<file path="config.mk">
export PLATFORM = sky130hd
export DESIGN_NAME = pcfg_port
export DESIGN_NICKNAME = d
export VERILOG_FILES = /design/src/pcfg_pkg.sv /design/src/pcfg_sync.sv /design/src/pcfg_port.sv
export VERILOG_INCLUDE_DIRS = /design/src
export SDC_FILE = /design/constraint.sdc
export NUM_CORES = 1
export LEC_CHECK = 0
export ABC_AREA = 1
export BUFFER_PORTS_ARGS = -buffer_cell sky130_fd_sc_hd__buf_2
export CORE_AREA = 2 2 84 86
export CTS_BUF_LIST = sky130_fd_sc_hd__clkbuf_4 sky130_fd_sc_hd__clkbuf_8 sky130_fd_sc_hd__clkbuf_16
export DETAILED_ROUTE_END_ITERATION = 10
export DIE_AREA = 0 0 86 88
export GPL_ROUTABILITY_DRIVEN = 0
export PLACE_DENSITY = 0.81
export SYNTH_ARGS = -nofsm -noshare
export SYNTH_HDL_FRONTEND = slang
export SYNTH_SLANG_ARGS = --single-unit
</file>
<file path="constraint.sdc">
create_clock -name SYS_CLK_I -period 1.55 [get_ports SYS_CLK_I]
set_input_delay 0.155 -clock SYS_CLK_I [delete_from_list [all_inputs] [get_ports SYS_CLK_I]]
set_output_delay 0.155 -clock SYS_CLK_I [all_outputs]
set_load 0.05 [all_outputs]
</file>
<file path="src/pcfg_defines.svh">
// register offsets, reset values and field positions for the port pin configuration block
`ifndef PCFG_DEFINES_SVH
`define PCFG_DEFINES_SVH

`define PCFG_ADDR_UP_DRIVE   8'hA6
`define PCFG_ADDR_SP_DRIVE   8'hA7
`define PCFG_ADDR_SP_DATA    8'hB0
`define PCFG_ADDR_UP_BYPASS  8'hD6

`define PCFG_RST_UP_DRIVE    8'h00
`define PCFG_RST_UP_BYPASS   8'h00
`define PCFG_RST_SP_DRIVE    1'h0
`define PCFG_RST_SP_LATCH    1'h1
`define PCFG_RST_SYNC        1'h1

`define PCFG_SP_BIT          0
`define PCFG_UNUSED_ZERO     7'h00
`define PCFG_BYTE_ZERO       8'h00

`endif

</file>
<file path="src/pcfg_pkg.sv">
// shared types for the port pin configuration block
package pcfg_pkg;

  // one special-function register access from the core
  typedef struct packed {
    logic       wr;
    logic       rd;
    logic [7:0] addr;
    logic [7:0] wdata;
  } pcfg_sfr_req_t;

  // pad controls of one pin
  typedef struct packed {
    logic out;
    logic oe;
    logic pullup_en;
    logic rx_en;
  } pcfg_pad_ctl_t;

endpackage

</file>
<file path="src/pcfg_sync.sv">
// three-stage input synchroniser with agreement filter
`timescale 1ns/1ps
`default_nettype none
`include "pcfg_defines.svh"

module pcfg_sync #(
  parameter int WIDTH = 8
) (
  // clock and reset
  input  wire logic             clk_i,
  input  wire logic             rst_n_i,
  // raw and filtered levels
  input  wire logic [WIDTH-1:0] async_i,
  output logic      [WIDTH-1:0] level_o
);

  logic [WIDTH-1:0] meta_r;
  logic [WIDTH-1:0] s2_r;
  logic [WIDTH-1:0] s3_r;

  // meta_r feeds only s2_r; a level changes only when stages two and three agree
  always_ff @(posedge clk_i or negedge rst_n_i) begin
    if (!rst_n_i) begin
      meta_r  <= {WIDTH{`PCFG_RST_SYNC}};
      s2_r    <= {WIDTH{`PCFG_RST_SYNC}};
      s3_r    <= {WIDTH{`PCFG_RST_SYNC}};
      level_o <= {WIDTH{`PCFG_RST_SYNC}};
    end else begin
      meta_r <= async_i;
      s2_r   <= meta_r;
      s3_r   <= s2_r;
      for (int i = 0; i < WIDTH; i++) begin
        if (s2_r[i] == s3_r[i]) begin
          level_o[i] <= s3_r[i];
        end
      end
    end
  end

endmodule
`default_nettype wire

</file>
<file path="src/pcfg_port.sv">
// pin configuration registers for the eight-pin upper port and the single-pin port
`timescale 1ns/1ps
`default_nettype none
`include "pcfg_defines.svh"

// Summary of operation
// - upper drive bit one push-pull, zero open-drain
// - drive bit ignored while pin is analog
// - analog pin: pullup, driver, receiver all off
// - bypass bit one skips pin in crossbar
// - data write loads latch; read returns pin
// - unused upper bits read zero, writes ignored
// - single pin drive bit selects output type
module pcfg_port #(
  parameter int UP_WIDTH = 8
) (
  // clock and reset
  input  wire logic                  SYS_CLK_I,
  input  wire logic                  RST_N_I,
  // register access from the core
  input  wire pcfg_pkg::pcfg_sfr_req_t SFR_REQ_I,
  output logic      [7:0]            SFR_RDATA_O,
  output logic                       SFR_HIT_O,
  // upper port: analog select, crossbar values and skip flags
  input  wire logic [UP_WIDTH-1:0]   UP_ANALOG_SEL_I,
  input  wire logic [UP_WIDTH-1:0]   UP_PIN_OUT_I,
  input  wire logic [UP_WIDTH-1:0]   UP_PIN_IN_I,
  output logic      [UP_WIDTH-1:0]   UP_XBAR_SKIP_O,
  output logic      [UP_WIDTH-1:0]   UP_PIN_OUT_O,
  output logic      [UP_WIDTH-1:0]   UP_PIN_OE_O,
  output logic      [UP_WIDTH-1:0]   UP_PULLUP_EN_O,
  output logic      [UP_WIDTH-1:0]   UP_PIN_LEVEL_O,
  // single-pin port pad
  input  wire logic                  SP_PIN_I,
  output logic                       SP_PIN_O,
  output logic                       SP_PIN_OE_O,
  output logic                       SP_PULLUP_EN_O
);

  logic [UP_WIDTH-1:0] up_drive_r;
  logic [UP_WIDTH-1:0] up_bypass_r;
  logic                sp_drive_r;
  logic                sp_latch_r;
  logic [UP_WIDTH-1:0] up_sync;
  logic [0:0]          sp_sync;
  logic [7:0]          rdata_nxt;
  logic                hit_nxt;

  // an open-drain pin drives only a low; a high is left to the pullup
  function automatic logic drive_en(input logic val, input logic push_pull);
    drive_en = push_pull | ~val;
  endfunction

  function automatic logic [7:0] to_byte(input logic [UP_WIDTH-1:0] v);
    to_byte = 8'(v);
  endfunction

  // upper port drive mode
  always_ff @(posedge SYS_CLK_I or negedge RST_N_I) begin
    if (!RST_N_I) begin
      up_drive_r <= UP_WIDTH'(`PCFG_RST_UP_DRIVE);
    end else if (SFR_REQ_I.wr && SFR_REQ_I.addr == `PCFG_ADDR_UP_DRIVE) begin
      up_drive_r <= SFR_REQ_I.wdata[UP_WIDTH-1:0];
    end
  end

  // upper port crossbar bypass
  always_ff @(posedge SYS_CLK_I or negedge RST_N_I) begin
    if (!RST_N_I) begin
      up_bypass_r <= UP_WIDTH'(`PCFG_RST_UP_BYPASS);
    end else if (SFR_REQ_I.wr && SFR_REQ_I.addr == `PCFG_ADDR_UP_BYPASS) begin
      up_bypass_r <= SFR_REQ_I.wdata[UP_WIDTH-1:0];
    end
  end

  // single-pin drive mode; upper bits are not stored
  always_ff @(posedge SYS_CLK_I or negedge RST_N_I) begin
    if (!RST_N_I) begin
      sp_drive_r <= `PCFG_RST_SP_DRIVE;
    end else if (SFR_REQ_I.wr && SFR_REQ_I.addr == `PCFG_ADDR_SP_DRIVE) begin
      sp_drive_r <= SFR_REQ_I.wdata[`PCFG_SP_BIT];
    end
  end

  // single-pin output latch
  always_ff @(posedge SYS_CLK_I or negedge RST_N_I) begin
    if (!RST_N_I) begin
      sp_latch_r <= `PCFG_RST_SP_LATCH;
    end else if (SFR_REQ_I.wr && SFR_REQ_I.addr == `PCFG_ADDR_SP_DATA) begin
      sp_latch_r <= SFR_REQ_I.wdata[`PCFG_SP_BIT];
    end
  end

  // receivers of analog pins are off, so their readback is forced low
  pcfg_sync #(
    .WIDTH (UP_WIDTH)
  ) u_up_sync (
    .clk_i   (SYS_CLK_I),
    .rst_n_i (RST_N_I),
    .async_i (UP_PIN_IN_I & UP_ANALOG_SEL_I),
    .level_o (up_sync)
  );

  pcfg_sync #(
    .WIDTH (1)
  ) u_sp_sync (
    .clk_i   (SYS_CLK_I),
    .rst_n_i (RST_N_I),
    .async_i (SP_PIN_I),
    .level_o (sp_sync)
  );

  // read decode; unmapped addresses answer zero with no hit
  always_comb begin
    rdata_nxt = `PCFG_BYTE_ZERO;
    hit_nxt   = 1'b1;
    case (SFR_REQ_I.addr)
      `PCFG_ADDR_UP_DRIVE:  rdata_nxt = to_byte(up_drive_r);
      `PCFG_ADDR_UP_BYPASS: rdata_nxt = to_byte(up_bypass_r);
      `PCFG_ADDR_SP_DRIVE:  rdata_nxt = {`PCFG_UNUSED_ZERO, sp_drive_r};
      `PCFG_ADDR_SP_DATA:   rdata_nxt = {`PCFG_UNUSED_ZERO, sp_sync[0]};
      default:              hit_nxt   = 1'b0;
    endcase
  end

  // read answer registered one cycle after the read request
  always_ff @(posedge SYS_CLK_I or negedge RST_N_I) begin
    if (!RST_N_I) begin
      SFR_RDATA_O <= `PCFG_BYTE_ZERO;
      SFR_HIT_O   <= 1'b0;
    end else begin
      SFR_RDATA_O <= SFR_REQ_I.rd ? rdata_nxt : `PCFG_BYTE_ZERO;
      SFR_HIT_O   <= SFR_REQ_I.rd & hit_nxt;
    end
  end

  // upper port pads; the drive bit matters only on digital pins
  always_ff @(posedge SYS_CLK_I or negedge RST_N_I) begin
    if (!RST_N_I) begin
      UP_PIN_OUT_O   <= '0;
      UP_PIN_OE_O    <= '0;
      UP_PULLUP_EN_O <= '0;
      UP_XBAR_SKIP_O <= UP_WIDTH'(`PCFG_RST_UP_BYPASS);
      UP_PIN_LEVEL_O <= '0;
    end else begin
      UP_XBAR_SKIP_O <= up_bypass_r;
      UP_PIN_LEVEL_O <= up_sync;
      for (int i = 0; i < UP_WIDTH; i++) begin
        UP_PIN_OUT_O[i]   <= UP_PIN_OUT_I[i];
        UP_PIN_OE_O[i]    <= UP_ANALOG_SEL_I[i] &
                             drive_en(UP_PIN_OUT_I[i], up_drive_r[i]);
        UP_PULLUP_EN_O[i] <= UP_ANALOG_SEL_I[i] & ~up_drive_r[i];
      end
    end
  end

  // single-pin pad; the pullup only serves open-drain mode
  always_ff @(posedge SYS_CLK_I or negedge RST_N_I) begin
    if (!RST_N_I) begin
      SP_PIN_O       <= 1'b0;
      SP_PIN_OE_O    <= 1'b0;
      SP_PULLUP_EN_O <= 1'b0;
    end else begin
      SP_PIN_O       <= sp_latch_r;
      SP_PIN_OE_O    <= drive_en(sp_latch_r, sp_drive_r);
      SP_PULLUP_EN_O <= ~sp_drive_r;
    end
  end

endmodule
`default_nettype wire

</file>
==> impl_metrics.prom, run 1 <==
# TYPE chip_impl_metric gauge
chip_impl_metric{name="drtAntennaViolNets",unit=""} 0
chip_impl_metric{name="die_w",unit="um"} 86
chip_impl_metric{name="route.vias.total",unit=""} 2361
chip_impl_metric{name="slew_headroom",unit="%"} 80.3
chip_impl_metric{name="grt_pass1_wl",unit="um"} 10600
chip_impl_metric{name="syn-cell-area",unit="um2"} 3550
chip_impl_info{name="post_synth_most_frequent_cells",value="sky130_fd_sc_hd__dfrtp_1 (69), sky130_fd_sc_hd__nand2_1 (63), sky130_fd_sc_hd__dfstp_2 (37)"} 1
chip_impl_metric{name="drt-total-wl",unit="um"} 6610
chip_impl_info{name="synth_flop_cell",value="sky130_fd_sc_hd__dfrtp_1"} 1
chip_impl_metric{name="post-route-drc-count",unit=""} 0
chip_impl_metric{name="cts_resized",unit=""} 0
chip_impl_metric{name="worst_clock_skew",unit="ns"} 0.00521
chip_impl_metric{name="detailed_place.area",unit="um2"} 4150
chip_impl_metric{name="drv_slew",unit=""} 0
chip_impl_metric{name="synth_enable_flop_cells",unit=""} 0
chip_impl_metric{name="ratio_of_final_minimum_period_to_clock_period",unit="%"} 74.1
chip_impl_metric{name="yosysTopAreaCellShare",unit="%"} 48.7
chip_impl_metric{name="globalRoute.totalOverflow",unit=""} 0
chip_impl_info{name="synthMostInstantiatedCell",value="sky130_fd_sc_hd__dfrtp_1"} 1
chip_impl_info{name="crit_start",value="UP_PIN_IN_I[3]"} 1
chip_impl_metric{name="critical_path_peak_fanout",unit=""} 1
chip_impl_metric{name="insertedDiodeCount",unit=""} 0
chip_impl_metric{name="dr_iter_0_viols",unit=""} 106
chip_impl_metric{name="core.rowCount",unit=""} 30
chip_impl_info{name="tritoncts",value="built"} 1
chip_impl_info{name="synth.largest_area_cell",value="sky130_fd_sc_hd__dfrtp_1"} 1
chip_impl_metric{name="irDropWorstVdd",unit="V"} 0.000603
chip_impl_metric{name="final.setup.tns",unit="ns"} 0
chip_impl_metric{name="postSynthNetCount",unit=""} 326
chip_impl_metric{name="initial_core_utilization",unit="%"} 53.4
chip_impl_metric{name="floorplan.die.height",unit="um"} 88
chip_impl_info{name="clk_root_buf",value="sky130_fd_sc_hd__clkbuf_8"} 1
chip_impl_metric{name="finish.net_count",unit=""} 459
chip_impl_metric{name="core_region_area",unit="um2"} 6640
chip_impl_metric{name="layout_min_cycle_time",unit="ns"} 1.15
chip_impl_metric{name="first_global_vias",unit=""} 2368
chip_impl_metric{name="via_per_inst",unit=""} 4.73
chip_impl_metric{name="cts_buffers",unit=""} 9
chip_impl_metric{name="synth_cell_types",unit=""} 20
chip_impl_info{name="critPathCaptureType",value="flip-flop"} 1
chip_impl_info{name="worst_hold_startpoint",value="SFR_REQ_I[4]"} 1
chip_impl_info{name="hold_class",value="in2reg"} 1
chip_impl_metric{name="avgRoutedWirePerCell",unit="um"} 13.2
chip_impl_metric{name="holdBufCountCts",unit=""} 26
chip_impl_metric{name="post_cts.repair.setup_buffers",unit=""} 0
chip_impl_metric{name="cts_buffer_depth",unit=""} 2
chip_impl_metric{name="timing.critical_path.buf_inv",unit=""} 4
chip_impl_metric{name="pin_count",unit=""} 97
chip_impl_metric{name="final_hold_viol_count",unit=""} 0
chip_impl_metric{name="groute.usage.overall",unit="%"} 18.7
chip_impl_info{name="cp_common_cell",value="sky130_fd_sc_hd__dlygate4sd3_1"} 1
chip_impl_info{name="ordered_cell_list_for_the_critical_path",value="dlygate4sd3_1 > buf_2 > nand2_1 > dlygate4sd3_1 > inv_1"} 1
chip_impl_metric{name="timing.critical_path.required",unit="ns"} 1.85
chip_impl_metric{name="areaGrowthSynthToFinish",unit="%"} 29.3
chip_impl_metric{name="ys.warnings.count",unit=""} 0
chip_impl_metric{name="fmaxAchievable",unit="GHz"} 0.870
chip_impl_metric{name="detailed_place_hpwl",unit="um"} 4650
chip_impl_metric{name="worst_pin_slew",unit="ns"} 0.294
chip_impl_metric{name="grt_max_degree",unit=""} 39
chip_impl_metric{name="ctsHtreeMaxLevel",unit=""} 3
chip_impl_metric{name="postSynth.asyncResetShare",unit="%"} 100
chip_impl_metric{name="detailedRoute.firstPassIterationCount",unit=""} 4
chip_impl_info{name="worstReg2RegStart",value="u_sp_sync.level_o"} 1
chip_impl_metric{name="ys_ff_latch",unit=""} 106
chip_impl_metric{name="clkLatencyLatePin",unit="ns"} 0.36
chip_impl_metric{name="layout-drive-gt1-share",unit="%"} 39.4
chip_impl_info{name="critical_path_s_slowest_cell",value="sky130_fd_sc_hd__dlygate4sd3_1"} 1
chip_impl_metric{name="finalSetupViolations",unit=""} 0
chip_impl_metric{name="postSynthCellCount",unit=""} 281
chip_impl_metric{name="p_per_area",unit="nW/um2"} 1110
chip_impl_metric{name="timing.max_cap.violations",unit=""} 0
chip_impl_metric{name="fin_area",unit="um2"} 4590
chip_impl_metric{name="post_synth.cell_area_avg",unit="um2"} 12.6
chip_impl_info{name="synth.area.top_cells",value="sky130_fd_sc_hd__dfrtp_1 (49%), sky130_fd_sc_hd__dfstp_2 (27%), sky130_fd_sc_hd__nand2_1 (6.7%), sky130_fd_sc_hd__inv_1 (3.5%), sky130_fd_sc_hd__maj3_1 (2.5%)"} 1
chip_impl_metric{name="worstPathArrival",unit="ns"} 1.45
chip_impl_info{name="cp-start-kind",value="primary input"} 1
chip_impl_info{name="start_to_end_type_of_the_worst_setup_path",value="in2reg"} 1
chip_impl_info{name="critical_path.top_delay_family",value="buffers and inverters"} 1
chip_impl_metric{name="die_outline_area",unit="um2"} 7570
chip_impl_metric{name="yosysSeqAreaShare",unit="%"} 76.1
chip_impl_info{name="rsz0062_at_grt",value="false"} 1
chip_impl_metric{name="critical_path.max_stage_delay",unit="ns"} 0.54
chip_impl_info{name="run_status",value="finished, final reports clean"} 1
chip_impl_metric{name="clk_pin_slew_worst_setup_hold_paths",unit="ns"} 0.09
chip_impl_metric{name="cts_sinks",unit=""} 106
chip_impl_metric{name="io_buffers",unit=""} 96
chip_impl_metric{name="antenna_violations_before_repair",unit=""} 0
chip_impl_metric{name="power_leakage",unit="nW"} 2.44
==> layout make-up <==
type                            count  area (um2)
Clock buffer                        9         124
Clock inverter                      7        52.6
Fill cell                         491        2060
Inverter                           37         144
Multi-Input combinational cell    135         677
Sequential cell                   106        2700
Tap cell                           80         100
Timing Repair Buffer              125         791
==> stage by stage <==
stage          setup WS [ns]  power, mW  hold WS, ns  util (%)  instances
2_1_floorplan          0.593       3.34       -0.141         -        281
3_3_place_gp           0.364       3.55       0.0663      62.5        457
3_5_place_dp           0.308       3.57       0.0657      62.5        457
4_1_cts                0.404       5.12      0.00273      69.0        499
5_1_grt                0.366       5.30      0.00563      69.0        499
6_report               0.401       5.08       0.0137      69.0        499
==> where the power goes <==
group / internal, mW / switching, mW
Combinational: 0.175 / 0.390
Clock: 0.599 / 0.923
Sequential: 2.94 / 0.0598
==> tightest hold or removal path, cell delays in order <==
cell and delay [ns]:
sky130_fd_sc_hd__buf_2 0.09, sky130_fd_sc_hd__nand2_1 0.05, sky130_fd_sc_hd__nand2_1 0.05
==> per-layer routing <==
layer,track usage (%),up-vias,share of wire (%)
met5,0,-,0
met1,22.4,1126,41
met3,5.18,20,6.8
met4,10.8,0,3.3
li1,-,1136,-
met2,30.7,79,49
==> worst paths after layout <==
kind	to	slack, ns	cells after the start
setup reg to reg	SFR_RDATA_O[0]	0.68	4
hold / removal	up_bypass_r[4]	0.01	3
setup / recovery	u_up_sync.meta_r[3]	0.40	5
max in group asynchronous	u_up_sync.meta_r[3]	0.71	3
hold reg to reg	u_sp_sync.s2_r	0.36	0
min in group asynchronous	UP_PIN_OE_O[1]	0.23	2
==> cell usage in the layout (no fill, tap or decap), types with 15 or more instances in the layout <==
cell type,instances
sky130_fd_sc_hd__a21oi_1,16
sky130_fd_sc_hd__buf_2,95
sky130_fd_sc_hd__dfrtp_1,69
sky130_fd_sc_hd__dfstp_2,37
sky130_fd_sc_hd__dlygate4sd3_1,26
sky130_fd_sc_hd__inv_1,33
sky130_fd_sc_hd__nand2_1,63
sky130_fd_sc_hd__nor2_1,17
sky130_fd_sc_hd__o21ai_0,15
==> kinds of logic after synthesis <==
logic type      Yosys count  synth area share [%]
flops                   106                  76.1
simple gates             93                  11.7
buf+inv                  40                  4.83
compound gates           33                  4.87
fa+ha+maj                 9                  2.54
No activity file was read; power rests on OpenSTA's default activity.
==> inputs of run 2 (changes only) <==
--- a/config.mk
+++ b/config.mk
@@ -6,14 +6,14 @@
 export SDC_FILE = /design/constraint.sdc
 export NUM_CORES = 1
 export LEC_CHECK = 0
-export ABC_AREA = 1
+export ABC_AREA = 0
 export BUFFER_PORTS_ARGS = -buffer_cell sky130_fd_sc_hd__buf_2
-export CORE_AREA = 2 2 84 86
+export CORE_AREA = 2 2 92 94
 export CTS_BUF_LIST = sky130_fd_sc_hd__clkbuf_4 sky130_fd_sc_hd__clkbuf_8 sky130_fd_sc_hd__clkbuf_16
 export DETAILED_ROUTE_END_ITERATION = 10
-export DIE_AREA = 0 0 86 88
+export DIE_AREA = 0 0 94 96
 export GPL_ROUTABILITY_DRIVEN = 0
-export PLACE_DENSITY = 0.81
+export PLACE_DENSITY = 0.73
 export SYNTH_ARGS = -nofsm -noshare
 export SYNTH_HDL_FRONTEND = slang
 export SYNTH_SLANG_ARGS = --single-unit
==> constraint.sdc (replaced) <==
create_clock -name SYS_CLK_I -period 1.05 [get_ports SYS_CLK_I]
set_input_delay 0.105 -clock SYS_CLK_I [delete_from_list [all_inputs] [get_ports SYS_CLK_I]]
set_output_delay 0.105 -clock SYS_CLK_I [all_outputs]
set_load 0.05 [all_outputs]
==> impl_metrics.prom, run 2 <==
# TYPE chip_impl_metric gauge
chip_impl_info{name="run_status",value="finished, final reports clean"} 1
chip_impl_metric{name="die_w",unit="um"} 94
chip_impl_metric{name="clk_pin_slew_worst_setup_hold_paths",unit="ns"} 0.10
chip_impl_metric{name="pin_count",unit=""} 97
chip_impl_metric{name="via_per_inst",unit=""} 4.77
chip_impl_metric{name="finalSetupViolations",unit=""} 0
chip_impl_metric{name="io_buffers",unit=""} 96
chip_impl_metric{name="ratio_of_final_minimum_period_to_clock_period",unit="%"} 97.4
chip_impl_info{name="synth.area.top_cells",value="sky130_fd_sc_hd__dfrtp_1 (48%), sky130_fd_sc_hd__dfstp_2 (27%), sky130_fd_sc_hd__mux2_4 (3.3%), sky130_fd_sc_hd__nand4_1 (2.8%), sky130_fd_sc_hd__maj3_1 (2.5%)"} 1
chip_impl_info{name="start_to_end_type_of_the_worst_setup_path",value="reg2out"} 1
chip_impl_metric{name="critical_path_peak_fanout",unit=""} 1
chip_impl_metric{name="power.share.switching",unit="%"} 26.0
chip_impl_metric{name="multiInputGateArea",unit="um2"} 860
chip_impl_info{name="synth.largest_area_cell",value="sky130_fd_sc_hd__dfrtp_1"} 1
chip_impl_metric{name="detailedPlace.worstSlack",unit="ns"} -0.255
chip_impl_info{name="critical_path.top_delay_family",value="flip-flops"} 1
chip_impl_metric{name="die_outline_area",unit="um2"} 9020
chip_impl_info{name="clk_root_buf",value="sky130_fd_sc_hd__clkbuf_8"} 1
chip_impl_metric{name="power.clock.fraction",unit="%"} 32.1
chip_impl_metric{name="post_synth.cell_area_avg",unit="um2"} 16.9
chip_impl_metric{name="synth_enable_flop_cells",unit=""} 0
chip_impl_metric{name="dr_iter_0_viols",unit=""} 55
chip_impl_metric{name="fin_worst_hold_slack",unit="ns"} 0.127
chip_impl_metric{name="worst_pin_slew",unit="ns"} 0.429
chip_impl_info{name="synthMostInstantiatedCell",value="sky130_fd_sc_hd__dfrtp_1"} 1
chip_impl_metric{name="detailedRoute.firstPassIterationCount",unit=""} 4
chip_impl_metric{name="postSynth.asyncResetShare",unit="%"} 100
chip_impl_info{name="hold_class",value="in2reg"} 1
chip_impl_metric{name="core_region_area",unit="um2"} 8050
chip_impl_metric{name="timing.critical_path.buf_inv",unit=""} 1
chip_impl_metric{name="timing.critical_path.required",unit="ns"} 0.94
chip_impl_metric{name="postLayoutSetupSlackWorst",unit="ns"} 0.0268
chip_impl_info{name="cp-start-kind",value="flip-flop"} 1
chip_impl_info{name="rsz0062_at_grt",value="true"} 1
chip_impl_metric{name="grt_max_degree",unit=""} 72
chip_impl_metric{name="cts_buffers",unit=""} 9
chip_impl_metric{name="layout-drive-gt1-share",unit="%"} 49.9
chip_impl_metric{name="drt-total-wl",unit="um"} 7090
chip_impl_metric{name="first_global_vias",unit=""} 2436
chip_impl_metric{name="fmaxAchievable",unit="GHz"} 0.977
chip_impl_metric{name="route.vias.total",unit=""} 2282
chip_impl_metric{name="yosysSeqAreaShare",unit="%"} 74.4
chip_impl_metric{name="antenna_violations_before_repair",unit=""} 0
chip_impl_metric{name="syn-cell-area",unit="um2"} 3630
chip_impl_metric{name="areaGrowthSynthToFinish",unit="%"} 44.0
chip_impl_metric{name="slew_headroom",unit="%"} 71.4
chip_impl_metric{name="detailed_place_hpwl",unit="um"} 4490
chip_impl_metric{name="post-route-drc-count",unit=""} 0
chip_impl_metric{name="globalRoute.totalOverflow",unit=""} 0
chip_impl_metric{name="power_frac_comb",unit="%"} 12.4
chip_impl_metric{name="clkLatencyLatePin",unit="ns"} 0.36
chip_impl_metric{name="ys.warnings.count",unit=""} 0
chip_impl_info{name="tritoncts",value="built"} 1
chip_impl_metric{name="yosysTopAreaCellShare",unit="%"} 47.6
chip_impl_metric{name="p_int",unit="mW"} 5.90
chip_impl_info{name="most-common-layout-cells",value="sky130_fd_sc_hd__dfrtp_1 (69), sky130_fd_sc_hd__buf_6 (50), sky130_fd_sc_hd__buf_2 (43), sky130_fd_sc_hd__dfstp_2 (37), sky130_fd_sc_hd__dlygate4sd3_1 (34)"} 1
chip_impl_metric{name="worstPathArrival",unit="ns"} 0.92
chip_impl_metric{name="final_hold_viol_count",unit=""} 0
chip_impl_metric{name="initial_core_utilization",unit="%"} 45.1
chip_impl_metric{name="core.rowCount",unit=""} 33
chip_impl_info{name="post_synth_most_frequent_cells",value="sky130_fd_sc_hd__dfrtp_1 (69), sky130_fd_sc_hd__dfstp_2 (37), sky130_fd_sc_hd__nand4_1 (16)"} 1
chip_impl_metric{name="net-switching-power",unit="mW"} 2.07
chip_impl_metric{name="power.sequential.fraction",unit="%"} 55.5
chip_impl_metric{name="drtAntennaViolNets",unit=""} 0
chip_impl_metric{name="ys_ff_latch",unit=""} 106
chip_impl_metric{name="critical_path.max_stage_delay",unit="ns"} 0.40
chip_impl_metric{name="ctsHtreeMaxLevel",unit=""} 3
chip_impl_metric{name="worst_clock_skew",unit="ns"} 0.00736
chip_impl_metric{name="final-seq-area",unit="um2"} 2700
chip_impl_metric{name="synth_cell_types",unit=""} 29
chip_impl_info{name="critical_path_s_slowest_cell",value="sky130_fd_sc_hd__dfrtp_1"} 1
chip_impl_info{name="ordered_cell_list_for_the_critical_path",value="buf_6"} 1
chip_impl_metric{name="cts_sinks",unit=""} 106
chip_impl_metric{name="irDropWorstVdd",unit="V"} 0.000824
chip_impl_metric{name="cts_buffer_depth",unit=""} 2
chip_impl_metric{name="power_leakage",unit="nW"} 2.43
chip_impl_metric{name="timing.max_cap.violations",unit=""} 0
chip_impl_info{name="final_common_cell",value="sky130_fd_sc_hd__dfrtp_1"} 1
chip_impl_metric{name="avgRoutedWirePerCell",unit="um"} 14.8
chip_impl_metric{name="postSynthNetCount",unit=""} 260
chip_impl_info{name="critPathCaptureType",value="primary output"} 1
chip_impl_metric{name="floorplan.die.height",unit="um"} 96
chip_impl_info{name="synth_flop_cell",value="sky130_fd_sc_hd__dfrtp_1"} 1
chip_impl_metric{name="drv_slew",unit=""} 0
chip_impl_metric{name="num-fill-cells",unit=""} 600
chip_impl_metric{name="postSynthCellCount",unit=""} 215
chip_impl_metric{name="grt_pass1_wl",unit="um"} 11600
chip_impl_metric{name="layout_min_cycle_time",unit="ns"} 1.02
chip_impl_metric{name="finish.net_count",unit=""} 413
chip_impl_metric{name="groute.usage.overall",unit="%"} 16.9
chip_impl_metric{name="p_per_area",unit="nW/um2"} 1530
chip_impl_metric{name="insertedDiodeCount",unit=""} 0
[run 2: cell count changes in the layout (fill, tap and decap cells not counted), sizes merged, moves of 17 or more]
cell | before | now
inv | 38 | 12
nand4 | 0 | 18
nor2 | 22 | 0
o21ai | 17 | 0
nand2 | 66 | 2
mux2 | 0 | 18
[run 2: kinds of logic (layout without fill, tap and decap cells)]
group / after synthesis / in the layout / synth area share (%)
simple gates: 49 / 49 / 10.2
flops: 106 / 106 / 74.4
compound gates: 18 / 18 / 4.28
buf+inv: 15 / 173 / 2.24
fa+ha+maj: 9 / 9 / 2.48
mux: 18 / 18 / 6.42
[run 2: power by group through the flow]
| stage | sequential, mW | combinational, mW | clock [mW] |
|---|---|---|---|
| 2_1_floorplan | 4.76 | 0.152 | 0 |
| 3_3_place_gp | 4.48 | 0.774 | 0 |
| 3_5_place_dp | 4.48 | 0.787 | 0 |
| 4_1_cts | 4.42 | 0.957 | 2.68 |
| 5_1_grt | 4.45 | 1.05 | 2.83 |
| 6_report | 4.43 | 0.985 | 2.56 |
[run 2: final timing paths]
| kind | depth (start not counted) | slack [ns] | startpoint | to |
|---|---|---|---|---|
| worst max register to register | 3 | 0.04 | up_bypass_r[0] | SFR_RDATA_O[0] |
| worst max-delay path | 1 | 0.03 | SFR_RDATA_O[5] | SFR_RDATA_O[5] |
| worst min register to register | 0 | 0.35 | u_sp_sync.meta_r | u_sp_sync.s2_r |
| min in group asynchronous | 3 | 0.28 | RST_N_I | UP_PIN_OUT_O[7] |
| max in group asynchronous | 3 | 0.37 | RST_N_I | u_up_sync.meta_r[4] |
| worst min-delay path | 4 | 0.13 | SFR_REQ_I[11] | SFR_RDATA_O[0] |
[run 2: what timing repair did]
item,4_1_cts,5_1_grt
endpoints found under the hold margin,116,0
buffers inserted,0,1
setup endpoints to repair,53,42
resized for setup,74,29
pin swaps,2,3
hold buffers,34,0
[run 2: routing by layer]
layer  wire (um)  track usage, %  vias to the layer above
li1            -               -                     1060
met1        3120            23.1                     1141
met2        3590            27.0                       73
met3         312            3.45                        8
met4          68            6.16                        0
met5           0               0                        -
[run 2: final cells by class]
cell class                      instances  share of cell area, %
Multi-Input combinational cell         94                   16.5
Tap cell                              105                   2.52
Clock inverter                          7                   1.65
Clock buffer                            9                   2.37
Timing Repair Buffer                  148                   24.7
Sequential cell                       106                   51.7
Inverter                                9                  0.647
[run 2: stage by stage]
stage               setup TNS [ns]  total power [mW]  cell area [um2]  util, %  cells
detailed placement           -5.01              5.27             4340     53.9    427
CTS                      -0.000150              8.05             5110     63.4    477
floorplan                   -0.719              4.91             3630        -    215
global placement             -4.56              5.25             4340     53.9    427
global route                -0.181              8.33             5220     64.9    478
finish                           0              7.97             5220     64.9    478
==> inputs of run 3 (changes only) <==
==> constraint.sdc (replaced) <==
create_clock -name SYS_CLK_I -period 0.9 [get_ports SYS_CLK_I]
set_input_delay 0.09 -clock SYS_CLK_I [delete_from_list [all_inputs] [get_ports SYS_CLK_I]]
set_output_delay 0.09 -clock SYS_CLK_I [all_outputs]
set_load 0.05 [all_outputs]
==> impl_metrics.prom, run 3 (same netlist as run 2, synthesis figures left out) <==
# TYPE chip_impl_metric gauge
chip_impl_info{name="ordered_cell_list_for_the_critical_path",value="buf_6"} 1
chip_impl_metric{name="critical_path_peak_fanout",unit=""} 1
chip_impl_metric{name="p_per_area",unit="nW/um2"} 1720
chip_impl_metric{name="first_global_vias",unit=""} 2467
chip_impl_metric{name="clk_pin_slew_worst_setup_hold_paths",unit="ns"} 0.10
chip_impl_info{name="crit_start",value="SFR_RDATA_O[6]"} 1
chip_impl_metric{name="core.rowCount",unit=""} 33
chip_impl_metric{name="detailed_place_hpwl",unit="um"} 4820
chip_impl_metric{name="layout_min_cycle_time",unit="ns"} 1.01
chip_impl_info{name="critical_path.top_delay_family",value="flip-flops"} 1
chip_impl_metric{name="groute.usage.overall",unit="%"} 17.5
chip_impl_metric{name="irDropWorstVdd",unit="V"} 0.000735
chip_impl_info{name="clk_root_buf",value="sky130_fd_sc_hd__clkbuf_8"} 1
chip_impl_metric{name="timing.critical_path.buf_inv",unit=""} 1
chip_impl_metric{name="grt_pass1_wl",unit="um"} 11900
chip_impl_info{name="final_common_cell",value="sky130_fd_sc_hd__dfrtp_1"} 1
chip_impl_metric{name="areaGrowthSynthToFinish",unit="%"} 47.7
chip_impl_metric{name="worst_r2r_path_depth",unit=""} 3
chip_impl_metric{name="detailedPlace.worstSlack",unit="ns"} -0.376
chip_impl_metric{name="critical_path.max_stage_delay",unit="ns"} 0.40
chip_impl_metric{name="timing.critical_path.required",unit="ns"} 0.81
chip_impl_metric{name="ratio_of_final_minimum_period_to_clock_period",unit="%"} 112
chip_impl_metric{name="drt-total-wl",unit="um"} 7630
chip_impl_metric{name="detailedRoute.firstPassIterationCount",unit=""} 4
chip_impl_metric{name="insertedDiodeCount",unit=""} 0
chip_impl_metric{name="via_per_inst",unit=""} 4.79
chip_impl_metric{name="route.vias.total",unit=""} 2318
chip_impl_info{name="worstReg2RegStart",value="up_drive_r[0]"} 1
chip_impl_info{name="cp-start-kind",value="flip-flop"} 1
chip_impl_metric{name="postLayoutSetupSlackWorst",unit="ns"} -0.111
chip_impl_metric{name="hold_path_depth",unit=""} 4
chip_impl_info{name="failing_checks",value="negative setup slack"} 1
chip_impl_metric{name="cts_buffers",unit=""} 9
chip_impl_metric{name="final.setup.tns",unit="ns"} -5.16
chip_impl_metric{name="grt_max_degree",unit=""} 37
chip_impl_info{name="run_status",value="complete, but fails checks"} 1
chip_impl_metric{name="timing.max_cap.violations",unit=""} 0
chip_impl_metric{name="die_outline_area",unit="um2"} 9020
chip_impl_metric{name="die_w",unit="um"} 94
chip_impl_metric{name="worst_pin_slew",unit="ns"} 0.356
chip_impl_metric{name="fin_worst_hold_slack",unit="ns"} 0.0571
chip_impl_metric{name="drtAntennaViolNets",unit=""} 0
chip_impl_metric{name="finalSetupViolations",unit=""} 54
chip_impl_metric{name="clkLatencyLatePin",unit="ns"} 0.36
chip_impl_metric{name="pin_count",unit=""} 97
chip_impl_metric{name="power_leakage",unit="nW"} 2.49
chip_impl_metric{name="floorplan.die.height",unit="um"} 96
chip_impl_metric{name="io_buffers",unit=""} 96
chip_impl_metric{name="finish.net_count",unit=""} 419
chip_impl_metric{name="antenna_violations_before_repair",unit=""} 0
chip_impl_info{name="most-common-layout-cells",value="sky130_fd_sc_hd__dfrtp_1 (69), sky130_fd_sc_hd__buf_6 (57), sky130_fd_sc_hd__buf_2 (39), sky130_fd_sc_hd__dfstp_2 (37), sky130_fd_sc_hd__dlygate4sd3_1 (34)"} 1
chip_impl_info{name="critical_path_s_slowest_cell",value="sky130_fd_sc_hd__dfrtp_1"} 1
chip_impl_metric{name="cts_sinks",unit=""} 106
chip_impl_info{name="rsz0062_at_grt",value="true"} 1
chip_impl_metric{name="final_hold_viol_count",unit=""} 0
chip_impl_info{name="hold_class",value="in2reg"} 1
chip_impl_info{name="tritoncts",value="built"} 1
chip_impl_metric{name="num-fill-cells",unit=""} 581
chip_impl_metric{name="globalRoute.totalOverflow",unit=""} 0
chip_impl_metric{name="dr_iter_0_viols",unit=""} 29
chip_impl_metric{name="cts_buffer_depth",unit=""} 2
chip_impl_metric{name="ctsHtreeMaxLevel",unit=""} 3
chip_impl_info{name="cp-endpoint",value="SFR_RDATA_O[6]"} 1
chip_impl_metric{name="drv_slew",unit=""} 0
chip_impl_metric{name="core_region_area",unit="um2"} 8050
chip_impl_metric{name="avgRoutedWirePerCell",unit="um"} 15.8
chip_impl_metric{name="reg2reg_slack",unit="ns"} -0.09
chip_impl_info{name="critPathCaptureType",value="primary output"} 1
chip_impl_metric{name="worst_clock_skew",unit="ns"} 0.00964
chip_impl_metric{name="slew_headroom",unit="%"} 76.3
chip_impl_metric{name="layout-drive-gt1-share",unit="%"} 52.5
chip_impl_metric{name="fmaxAchievable",unit="GHz"} 0.989
chip_impl_info{name="worstReg2RegEnd",value="up_drive_r[0]"} 1
chip_impl_metric{name="timing.critical_path.depth",unit=""} 1
chip_impl_info{name="start_to_end_type_of_the_worst_setup_path",value="reg2out"} 1
chip_impl_metric{name="worstPathArrival",unit="ns"} 0.92
chip_impl_metric{name="initial_core_utilization",unit="%"} 45.1
chip_impl_metric{name="post-route-drc-count",unit=""} 0
-- run 3: cell types whose count changed in the layout (fill, tap and decap cells not counted), moves of 2 or more --
cell                      delta
sky130_fd_sc_hd__mux2_1      -5
sky130_fd_sc_hd__buf_6       +7
sky130_fd_sc_hd__buf_12      +2
sky130_fd_sc_hd__a22oi_2     +2
sky130_fd_sc_hd__buf_2       -4
sky130_fd_sc_hd__a22oi_1     -2
sky130_fd_sc_hd__mux2_4      +5
-- run 3: repair_timing --
action | 4_1_cts | 5_1_grt
resized for setup | 105 | 13
buffers inserted | 0 | 3
endpoints found under the hold margin | 156 | 0
hold buffers | 34 | 0
pin swaps | 3 | 5
setup endpoints to repair | 54 | 61
gates cloned | 0 | 1
-- run 3: worst min-delay path by stage --
stage,startpoint,endpoint,slack [ns]
floorplan,RST_N_I,SFR_HIT_O,-0.21
global placement,RST_N_I,UP_PIN_LEVEL_O[2],-0.07
detailed placement,RST_N_I,UP_PIN_LEVEL_O[2],-0.07
CTS,RST_N_I,UP_PIN_LEVEL_O[2],0.07
global route,RST_N_I,UP_PIN_LEVEL_O[2],0.07
finish,SFR_REQ_I[11],SFR_RDATA_O[0],0.06
-- run 3: area by class of cell --
class / instances / area, um2 / area share, %
clock buffer: 9 / 124 / 2.31
clock inverter: 7 / 70.1 / 1.31
inverter: 9 / 33.8 / 0.631
multi-input combinational: 95 / 911 / 17.0
sequential: 106 / 2700 / 50.4
tap: 105 / 131 / 2.45
timing repair buffer: 153 / 1390 / 25.9
-- run 3: power by group --
part,leakage [nW],switching [mW],internal [mW]
sequential,1.29,0.124,5.05
clock,0.0955,1.72,1.08
combinational,1.10,0.677,0.549
-- run 3: per-stage QoR --
| stage | power, mW | util (%) | cell area (um2) | instances |
|---|---|---|---|---|
| 2_1_floorplan | 5.74 | - | 3670 | 215 |
| 3_3_place_gp | 6.16 | 54.9 | 4420 | 430 |
| 3_5_place_dp | 6.20 | 54.9 | 4420 | 430 |
| 4_1_cts | 9.27 | 65.6 | 5280 | 480 |
| 5_1_grt | 9.61 | 66.5 | 5360 | 484 |
| 6_report | 9.20 | 66.5 | 5360 | 484 |
-- run 3: layer usage --
layer	global-route usage (%)	routed length [um]	up-vias
li1	-	-	1076
met2	28.2	3750	77
met5	0	0	-
met1	23.2	3400	1155
met4	7.73	106	0
met3	3.52	379	10
